**config.mk**
```make
export PLATFORM = sky130hd
export DESIGN_NAME = sarcc_ctrl
export DESIGN_NICKNAME = d
export VERILOG_FILES = /design/src/hdl/sarcc_pkg.sv /design/src/hdl/sarcc_ctrl.sv
export SDC_FILE = /design/constraint.sdc
export NUM_CORES = 1
export LEC_CHECK = 0
export CORE_UTILIZATION = 61
export CTS_CLUSTER_DIAMETER = 60
export CTS_CLUSTER_SIZE = 16
export DETAILED_ROUTE_END_ITERATION = 16
export DONT_BUFFER_PORTS = 1
export GPL_TIMING_DRIVEN = 0
export PLACE_DENSITY_LB_ADDON = 0.3
export SKIP_CTS_REPAIR_TIMING = 1
export SLEW_MARGIN = 20
export SYNTH_ARGS = -nofsm -noshare
export SYNTH_HDL_FRONTEND = slang
export SYNTH_SLANG_ARGS = --single-unit
```
**constraint.sdc**
```tcl
create_clock -name CLOCK -period 4.6 [get_ports CLOCK]
set_input_delay 0.46 -clock CLOCK [delete_from_list [all_inputs] [get_ports CLOCK]]
set_output_delay 0.46 -clock CLOCK [all_outputs]
set_load 0.02 [all_outputs]
```
**src/hdl/sarcc_pkg.sv**
```systemverilog
// Constants and types for the SAR converter control block
// Behaviour
// RULE_01 - Result is 10 bits over two bytes, right or left aligned
// RULE_02 - Software reads low byte first, then high byte
// RULE_03 - Reading the low byte locks both result bytes
// RULE_04 - A result completing while locked is dropped
// RULE_05 - Reading the high byte unlocks the result bytes
// RULE_06 - Done flag sets on every completion, even dropped ones
// RULE_07 - Start bit begins a conversion, clears when it ends
// RULE_08 - Channel change applies only after the running conversion
// RULE_09 - Channel and reference take effect only while enabled
// RULE_10 - Channel field picks single, ground, bandgap or differential input
// RULE_11 - Differential pairs offer gains 1x, 10x and 200x
// RULE_12 - Reference field picks pin, supply, 2.56V or 1.1V
// RULE_13 - Trigger rising edge resets prescaler and starts conversion
// RULE_14 - Trigger still high at completion starts nothing
// RULE_15 - Trigger edges during a conversion are ignored
// RULE_16 - Trigger flags set regardless of interrupt enables
// RULE_17 - Software clears a flag trigger before its next event
// RULE_18 - Done flag trigger restarts at once, flag cleared or not
// RULE_19 - Software starts free running with the start bit
// RULE_20 - Start bit works with auto trigger, reads busy always
// RULE_21 - Software should disable the converter before sleep
// RULE_22 - Conversion takes 13 converter clocks, first one 25
// RULE_23 - Prescaler runs while enabled, held in reset otherwise
// RULE_24 - Completion writes result, sets flag, clears start bit
// RULE_25 - Trigger edge found by comparing successive clock samples
package sarcc_pkg;
    localparam logic [4:0] OFS_CTRL_A  = 5'h00;
    localparam logic [4:0] OFS_CTRL_B  = 5'h04;
    localparam logic [4:0] OFS_INPUT   = 5'h08;
    localparam logic [4:0] OFS_RES_LO  = 5'h0C;
    localparam logic [4:0] OFS_RES_HI  = 5'h10;
    localparam logic [1:0] RESP_OKAY   = 2'h0;
    localparam logic [1:0] RESP_SLVERR = 2'h2;
    localparam logic [4:0] CONV_CYCLES_NORMAL = 5'h0D;
    localparam logic [4:0] CONV_CYCLES_FIRST  = 5'h19;
    localparam logic [2:0] TRIG_FREE_RUN = 3'h0;
    localparam logic [4:0] CH_BANDGAP  = 5'h1E;
    localparam logic [4:0] CH_GROUND   = 5'h1F;
    localparam logic [1:0] GAIN_BYPASS = 2'h0;
    localparam logic [1:0] GAIN_X1     = 2'h1;
    localparam logic [1:0] GAIN_X10    = 2'h2;
    localparam logic [1:0] GAIN_X200   = 2'h3;

    typedef struct packed {
        logic       enable;
        logic       converting;
        logic [4:0] channel;
        logic [1:0] reference;
        logic [1:0] gain;
    } sarcc_core_t;

    typedef struct packed {
        logic        enable;
        logic        start_pend;
        logic        busy;
        logic        auto_trig;
        logic        done_flag;
        logic        irq_en;
        logic [2:0]  presc_sel;
        logic [2:0]  trig_sel;
        logic [4:0]  channel;
        logic        ladj;
        logic [1:0]  refsel;
        logic        first;
        logic [6:0]  presc;
        logic [4:0]  conv_cnt;
        logic        locked;
        logic [7:0]  res_lo;
        logic [7:0]  res_hi;
        logic [7:0]  trig_meta;
        logic [7:0]  trig_sync;
        logic        trig_prev;
        logic [9:0]  code_meta;
        logic [9:0]  code_sync;
        logic        aw_full;
        logic [4:0]  aw_addr;
        logic        w_full;
        logic [7:0]  w_data;
        logic        w_lane0;
        logic        awready;
        logic        wready;
        logic        bvalid;
        logic [1:0]  bresp;
        logic        arready;
        logic        rvalid;
        logic [1:0]  rresp;
        logic [7:0]  rdata;
        sarcc_core_t core;
    } sarcc_state_t;

    localparam sarcc_state_t SARCC_ST_RESET = '{first: 1'b1, awready: 1'b1, wready: 1'b1,
                                                arready: 1'b1, default: '0};
endpackage : sarcc_pkg

```
**src/hdl/sarcc_ctrl.sv**
```systemverilog
// SAR converter control with AXI4-Lite register slave
`timescale 1ns/1ps
module sarcc_ctrl
    import sarcc_pkg::*;
(
    input  wire logic        CLOCK,
    input  wire logic        SRST,
    input  wire logic [4:0]  AWADDR,
    input  wire logic        AWVALID,
    output logic             AWREADY,
    input  wire logic [31:0] WDATA,
    input  wire logic [3:0]  WSTRB,
    input  wire logic        WVALID,
    output logic             WREADY,
    output logic [1:0]       BRESP,
    output logic             BVALID,
    input  wire logic        BREADY,
    input  wire logic [4:0]  ARADDR,
    input  wire logic        ARVALID,
    output logic             ARREADY,
    output logic [31:0]      RDATA,
    output logic [1:0]       RRESP,
    output logic             RVALID,
    input  wire logic        RREADY,
    input  wire logic [7:0]  TRIGGER_IN,
    input  wire logic [9:0]  ADC_CODE,
    output sarcc_core_t      CORE
);

    sarcc_state_t st_reg;
    sarcc_state_t st_next;
    logic [6:0]   presc_last;
    logic         tick;
    logic         trig_level;
    logic         trig_edge;
    logic         complete;
    logic         free_run;
    logic         do_write;
    logic         rd_take;

    // Gain stage setting for a channel code
    function automatic logic [1:0] chan_gain(input logic [4:0] ch);
        logic [1:0] g;
        g = GAIN_X1;
        if (ch[4:3] == 2'h0 || ch == CH_BANDGAP || ch == CH_GROUND) begin
            g = GAIN_BYPASS;
        end else if (ch[4:2] == 3'h2) begin
            g = GAIN_X10;
        end else if (ch[4:2] == 3'h3) begin
            g = GAIN_X200;
        end
        return g;
    endfunction : chan_gain

    // Register read mux
    function automatic logic [7:0] reg_read(input sarcc_state_t s, input logic [4:0] a);
        logic [7:0] d;
        d = 8'h00;
        case (a)
            OFS_CTRL_A: d = {s.presc_sel, s.irq_en, s.done_flag, s.auto_trig,
                             s.busy | s.start_pend, s.enable};
            OFS_CTRL_B: d = {5'h00, s.trig_sel};
            OFS_INPUT:  d = {s.refsel, s.ladj, s.channel};
            OFS_RES_LO: d = s.res_lo;
            OFS_RES_HI: d = s.res_hi;
            default:    d = 8'h00;
        endcase
        return d;
    endfunction : reg_read

    function automatic logic is_mapped(input logic [4:0] a);
        return a == OFS_CTRL_A || a == OFS_CTRL_B || a == OFS_INPUT ||
               a == OFS_RES_LO || a == OFS_RES_HI;
    endfunction : is_mapped

    assign presc_last = 7'((8'h02 << st_reg.presc_sel) - 8'h01);
    assign tick       = st_reg.presc == presc_last;
    // Source 0 is the done flag itself; others are outside flags
    assign trig_level = (st_reg.trig_sel == TRIG_FREE_RUN) ? st_reg.done_flag
                                                           : st_reg.trig_sync[st_reg.trig_sel]; // RULE_16
    assign trig_edge  = trig_level && !st_reg.trig_prev; // RULE_25
    assign free_run   = st_reg.auto_trig && st_reg.trig_sel == TRIG_FREE_RUN;
    assign complete   = st_reg.enable && st_reg.busy && tick &&
                        st_reg.conv_cnt == (st_reg.first ? CONV_CYCLES_FIRST - 5'h01
                                                         : CONV_CYCLES_NORMAL - 5'h01); // RULE_22
    assign do_write   = st_reg.aw_full && st_reg.w_full && !st_reg.bvalid;
    assign rd_take    = ARVALID && st_reg.arready;

    always_comb begin
        st_next = st_reg;
        st_next.trig_meta = TRIGGER_IN;
        st_next.trig_sync = st_reg.trig_meta;
        st_next.code_meta = ADC_CODE;
        st_next.code_sync = st_reg.code_meta;
        st_next.trig_prev = trig_level;

        // Write address and data taken in either order
        if (AWVALID && st_reg.awready) begin
            st_next.aw_full = 1'b1;
            st_next.aw_addr = AWADDR;
        end
        if (WVALID && st_reg.wready) begin
            st_next.w_full  = 1'b1;
            st_next.w_data  = WDATA[7:0];
            st_next.w_lane0 = WSTRB[0];
        end
        if (BREADY && st_reg.bvalid) begin
            st_next.bvalid = 1'b0;
        end
        if (do_write) begin
            st_next.aw_full = 1'b0;
            st_next.w_full  = 1'b0;
            st_next.bvalid  = 1'b1;
            st_next.bresp   = is_mapped(st_reg.aw_addr) ? RESP_OKAY : RESP_SLVERR;
            if (st_reg.w_lane0) begin
                case (st_reg.aw_addr)
                    OFS_CTRL_A: begin
                        st_next.enable    = st_reg.w_data[0];
                        st_next.auto_trig = st_reg.w_data[2];
                        st_next.irq_en    = st_reg.w_data[4];
                        st_next.presc_sel = st_reg.w_data[7:5];
                        if (st_reg.w_data[1] && !st_reg.busy) begin
                            st_next.start_pend = 1'b1; // RULE_07 RULE_20
                        end
                        if (st_reg.w_data[3]) begin
                            st_next.done_flag = 1'b0;
                        end
                    end
                    OFS_CTRL_B: st_next.trig_sel = st_reg.w_data[2:0];
                    OFS_INPUT: begin
                        st_next.channel = st_reg.w_data[4:0];
                        st_next.ladj    = st_reg.w_data[5];
                        st_next.refsel  = st_reg.w_data[7:6];
                    end
                    default: st_next.bresp = st_next.bresp;
                endcase
            end
        end

        // Reads; a low byte read locks, a high byte read unlocks
        if (RREADY && st_reg.rvalid) begin
            st_next.rvalid = 1'b0;
        end
        if (rd_take) begin
            st_next.rvalid = 1'b1;
            st_next.rresp  = is_mapped(ARADDR) ? RESP_OKAY : RESP_SLVERR;
            st_next.rdata  = reg_read(st_reg, ARADDR);
            if (ARADDR == OFS_RES_LO) begin
                st_next.locked = 1'b1; // RULE_03
            end
            if (ARADDR == OFS_RES_HI) begin
                st_next.locked = 1'b0; // RULE_05
            end
        end

        // Conversion engine
        if (!st_reg.enable) begin
            st_next.presc    = 7'h00; // RULE_23
            st_next.busy     = 1'b0;
            st_next.first    = 1'b1;
            st_next.conv_cnt = 5'h00;
            if (!st_next.enable) begin
                st_next.start_pend = 1'b0;
            end
        end else begin
            st_next.presc = tick ? 7'h00 : st_reg.presc + 7'h01; // RULE_23
            if (!st_reg.busy) begin
                st_next.core.channel   = st_reg.channel; // RULE_09
                st_next.core.reference = st_reg.refsel; // RULE_12
            end
            if (!st_reg.busy && st_reg.auto_trig && st_reg.trig_sel != TRIG_FREE_RUN
                && trig_edge) begin
                st_next.presc      = 7'h00; // RULE_13
                st_next.busy       = 1'b1;
                st_next.start_pend = 1'b0;
                st_next.conv_cnt   = 5'h00;
            end else if (!st_reg.busy && st_reg.start_pend && tick) begin
                st_next.busy       = 1'b1; // RULE_07 RULE_19
                st_next.start_pend = 1'b0;
                st_next.conv_cnt   = 5'h00;
            end else if (complete) begin
                st_next.done_flag = 1'b1; // RULE_06 RULE_24
                st_next.first     = 1'b0;
                st_next.conv_cnt  = 5'h00;
                st_next.busy      = free_run; // RULE_18 RULE_24 RULE_14
                st_next.core.channel   = st_reg.channel; // RULE_08
                st_next.core.reference = st_reg.refsel;
                if (!st_reg.locked) begin
                    if (st_reg.ladj) begin
                        st_next.res_hi = st_reg.code_sync[9:2]; // RULE_01
                        st_next.res_lo = {st_reg.code_sync[1:0], 6'h00};
                    end else begin
                        st_next.res_hi = {6'h00, st_reg.code_sync[9:8]}; // RULE_01
                        st_next.res_lo = st_reg.code_sync[7:0];
                    end
                end // RULE_04
            end else if (st_reg.busy && tick) begin
                st_next.conv_cnt = st_reg.conv_cnt + 5'h01; // RULE_15
            end
        end

        st_next.core.enable     = st_next.enable;
        st_next.core.converting = st_next.busy;
        st_next.core.gain       = chan_gain(st_next.core.channel); // RULE_10 RULE_11
        st_next.awready         = !st_next.aw_full;
        st_next.wready          = !st_next.w_full;
        st_next.arready         = !st_next.rvalid;
    end

    always_ff @(posedge CLOCK) begin
        if (SRST) begin
            st_reg <= SARCC_ST_RESET;
        end else begin
            st_reg <= st_next;
        end
    end

    assign AWREADY = st_reg.awready;
    assign WREADY  = st_reg.wready;
    assign BVALID  = st_reg.bvalid;
    assign BRESP   = st_reg.bresp;
    assign ARREADY = st_reg.arready;
    assign RVALID  = st_reg.rvalid;
    assign RRESP   = st_reg.rresp;
    assign RDATA   = {24'h000000, st_reg.rdata};
    assign CORE    = st_reg.core;
endmodule : sarcc_ctrl

```
==> impl_metrics.py <==
metrics = {
    "status": {
        "status": "finished clean",
    },
    "clock_tree": {
        "cts_tree": "built",
        "root_buffer": "clkbuf_8",
        "clk_latency_ns": 0.52,
        "cts.sinks": 125,
        "cts_buffer_depth": 2,
        "cts.clk_slew.worst_paths_ns": 0.06,
        "cts_max_level": 4,
        "cts_made_buffers": 17,
    },
    "logic_synthesis": {
        "syn-instance-count": 596,
        "syn_area_per_cell_um2": 8.98,
        "yosysTopAreaCell": "dfxtp_1",
        "synthTopCellsByArea": "dfxtp_1 (47%), buf_4 (6.6%), mux2i_1 (5.4%)",
        "yosysSeqAreaShare_pct": 46.8,
        "synthArstFlopShare_pct": 0,
        "ys.flop_type": "dfxtp_1",
        "synth_top_area_share_pct": 46.8,
        "synth.distinct_cells": 57,
        "synth_seq_cells": 125,
        "synth_warnings": 0,
        "synth_edf_count": 0,
        "syn_area_um2": 5350,
    },
    "timing": {
        "period_share_pct": 71.1,
        "maxSlewHeadroom_pct": 39.5,
        "fmax_mhz": 306,
        "setup_ws_ns": 1.33,
        "fin_worst_skew_ns": 0.00817,
        "worst_pin_slew_ns": 0.903,
        "slew_violations": 0,
        "fin_crit_ns": 3.27,
        "rsz0062_at_grt": "no",
        "finalSetupTns_ns": 0,
        "setup_viol": 0,
        "finalHoldViolations": 0,
    },
    "routing": {
        "met1_length_um": 4800,
        "drtIter0Drc": 280,
        "via_per_inst": 5.54,
        "wire_per_inst_um": 15.2,
        "wl_um": 11500,
        "dr.pass1.iters": 6,
        "vias": 4202,
        "routed-wl-met2_um": 5770,
        "drc": 0,
        "wl_met3_um": 629,
        "ant_nets": 0,
        "highest_layer": "met4",
    },
    "final_layout": {
        "final_common_cell": "dfxtp_1",
        "drive_above_1_share_pct": 15.0,
        "largest_reg_flops": 82,
        "syn_to_final_growth_pct": 15.7,
        "most-common-layout-cells": "dfxtp_1 (125), nand2_1 (77), a21oi_1 (52), buf_4 (47), nor2_1 (46)",
        "diodes": 0,
        "finalNetCount": 715,
    },
    "power_and_ir_drop": {
        "p_int_mw": 2.01,
        "pwr-share-seq_pct": 43.1,
        "swShare_pct": 23.8,
        "power_frac_comb_pct": 4.6,
        "switching_power_uw": 626,
        "clkPwrFrac_pct": 52.3,
        "p_per_area_nw_per_um2": 425,
        "irDropWorstVdd_mv": 0.337,
        "power_leakage_nw": 2.49,
    },
    "worst_setup_path": {
        "criticalPathCategory": "reg2reg",
        "worstPathArrival_ns": 3.68,
        "critPathLaunchType": "flip-flop",
        "cp_max_fo": 9,
        "crit_required_ns": 5.01,
        "end_kind": "flip-flop",
    },
    "global_routing": {
        "grt_pass1_vias": 3969,
        "antenna_found_initial": 0,
        "grt_start_max_net_pins": 17,
        "grt_overflow": 0,
        "grt_use_total_pct": 26.9,
        "grt_first_pass_wirelength_um": 18400,
    },
    "floorplanning": {
        "start_util_pct": 64.1,
        "core_um2": 8340,
        "io_pins": 123,
        "die_w_um": 95.7,
        "rows": 33,
        "die_h_um": 95.7,
        "dieArea_um2": 9150,
    },
    "min_path": {
        "hold_path_class": "in2reg",
    },
    "placement": {
        "numPortBuffers": 0,
        "dp_hpwl_um": 7950,
        "dp_slack_ns": 1.36,
        "gp_congestion": 0.879,
    },
    "job": {
        "cap_violations": 0,
    },
}
## layout make-up
| cell class | instances | area [um^2] |
|---|---|---|
| fill | 617 | 2150 |
| sequential | 125 | 2500 |
| buffer | 76 | 478 |
| clock buffer | 17 | 414 |
| tap | 105 | 131 |
| inverter | 9 | 33.8 |
| clock inverter | 15 | 200 |
| multi-input combinational | 411 | 2430 |
## per-layer routing
layer / global-route usage (%) / vias to the layer above
met5: 0 / -
met4: 14.2 / 0
met3: 7.26 / 36
met2: 47.0 / 156
met1: 29.8 / 1954
li1: - / 2056
## path summary, 6_finish.rpt
check	startpoint	end	slack, ns	cells past startpoint
setup / recovery	st_reg[123]	CORE[9]	1.33	9
hold / removal	ADC_CODE[4]	st_next[48]	0.07	1
setup reg to reg	st_reg[123]	CORE[9]	1.33	9
hold reg to reg	st_next[44]	st_reg[44]	0.44	1
## stage by stage
| stage | cell area (um^2) | util, % | hold WS (ns) | instances | total power, mW |
|---|---|---|---|---|---|
| finish | 6190 | 74.2 | 0.0651 | 758 | 2.63 |
| global route | 6190 | 74.2 | 0.0485 | 758 | 2.72 |
| CTS | 6190 | 74.2 | 0.0458 | 758 | 2.65 |
| detailed placement | 5580 | 66.8 | 0.420 | 726 | 1.28 |
| global placement | 5580 | 66.8 | 0.420 | 726 | 1.27 |
| floorplan | 5440 | - | 0.414 | 621 | 1.26 |
## synth_stat cells, drive strengths merged, types with 4 or more instances
cell / n
o22ai: 6
nand2: 77
inv: 9
a22oi: 8
o21ai: 19
buf: 51
dfxtp: 125
nand3b: 4
xnor2: 6
or3: 5
nand2b: 6
a21oi: 52
mux2i: 29
nor2b: 37
and2: 4
and3: 4
nand3: 10
mux2: 9
ha: 4
nor3: 7
or2: 6
or3b: 6
nor2: 46
clkbuf: 25
## power by group through the flow
stage	Combinational (mW)	Sequential [mW]	Clock (mW)
floorplan	0.104	1.15	0
global placement	0.118	1.16	0
detailed placement	0.120	1.16	0
CTS	0.121	1.13	1.39
global route	0.135	1.14	1.44
finish	0.122	1.13	1.38
## kinds of logic (layout without fill, tap and decap cells)
logic type | Yosys count | count (layout) | share of synthesized area, %
DFF | 125 | 125 | 46.8
adders and majority gates | 4 | 4 | 0.935
xor gates and xnor gates | 9 | 9 | 1.47
muxes | 40 | 40 | 8.16
and+or+nand+nor | 226 | 226 | 21.2
other | 1 | 26 | 0.0701
AOI/OAI and AO/OA | 106 | 106 | 11.8
buffers and inverters | 85 | 117 | 9.56
## worst max-delay path, stage by stage (launching register included)
cell and delay (ns):
dfxtp_1 0.31, buf_6 0.13, or3_4 0.39, ha_1 0.30
xor2_1 0.23, or4b_1 0.51, o31a_1 0.15, a211oi_1 0.74
a21oi_1 0.16, o21ba_2 0.25
Note: power is estimated with default switching activity, not from simulation.
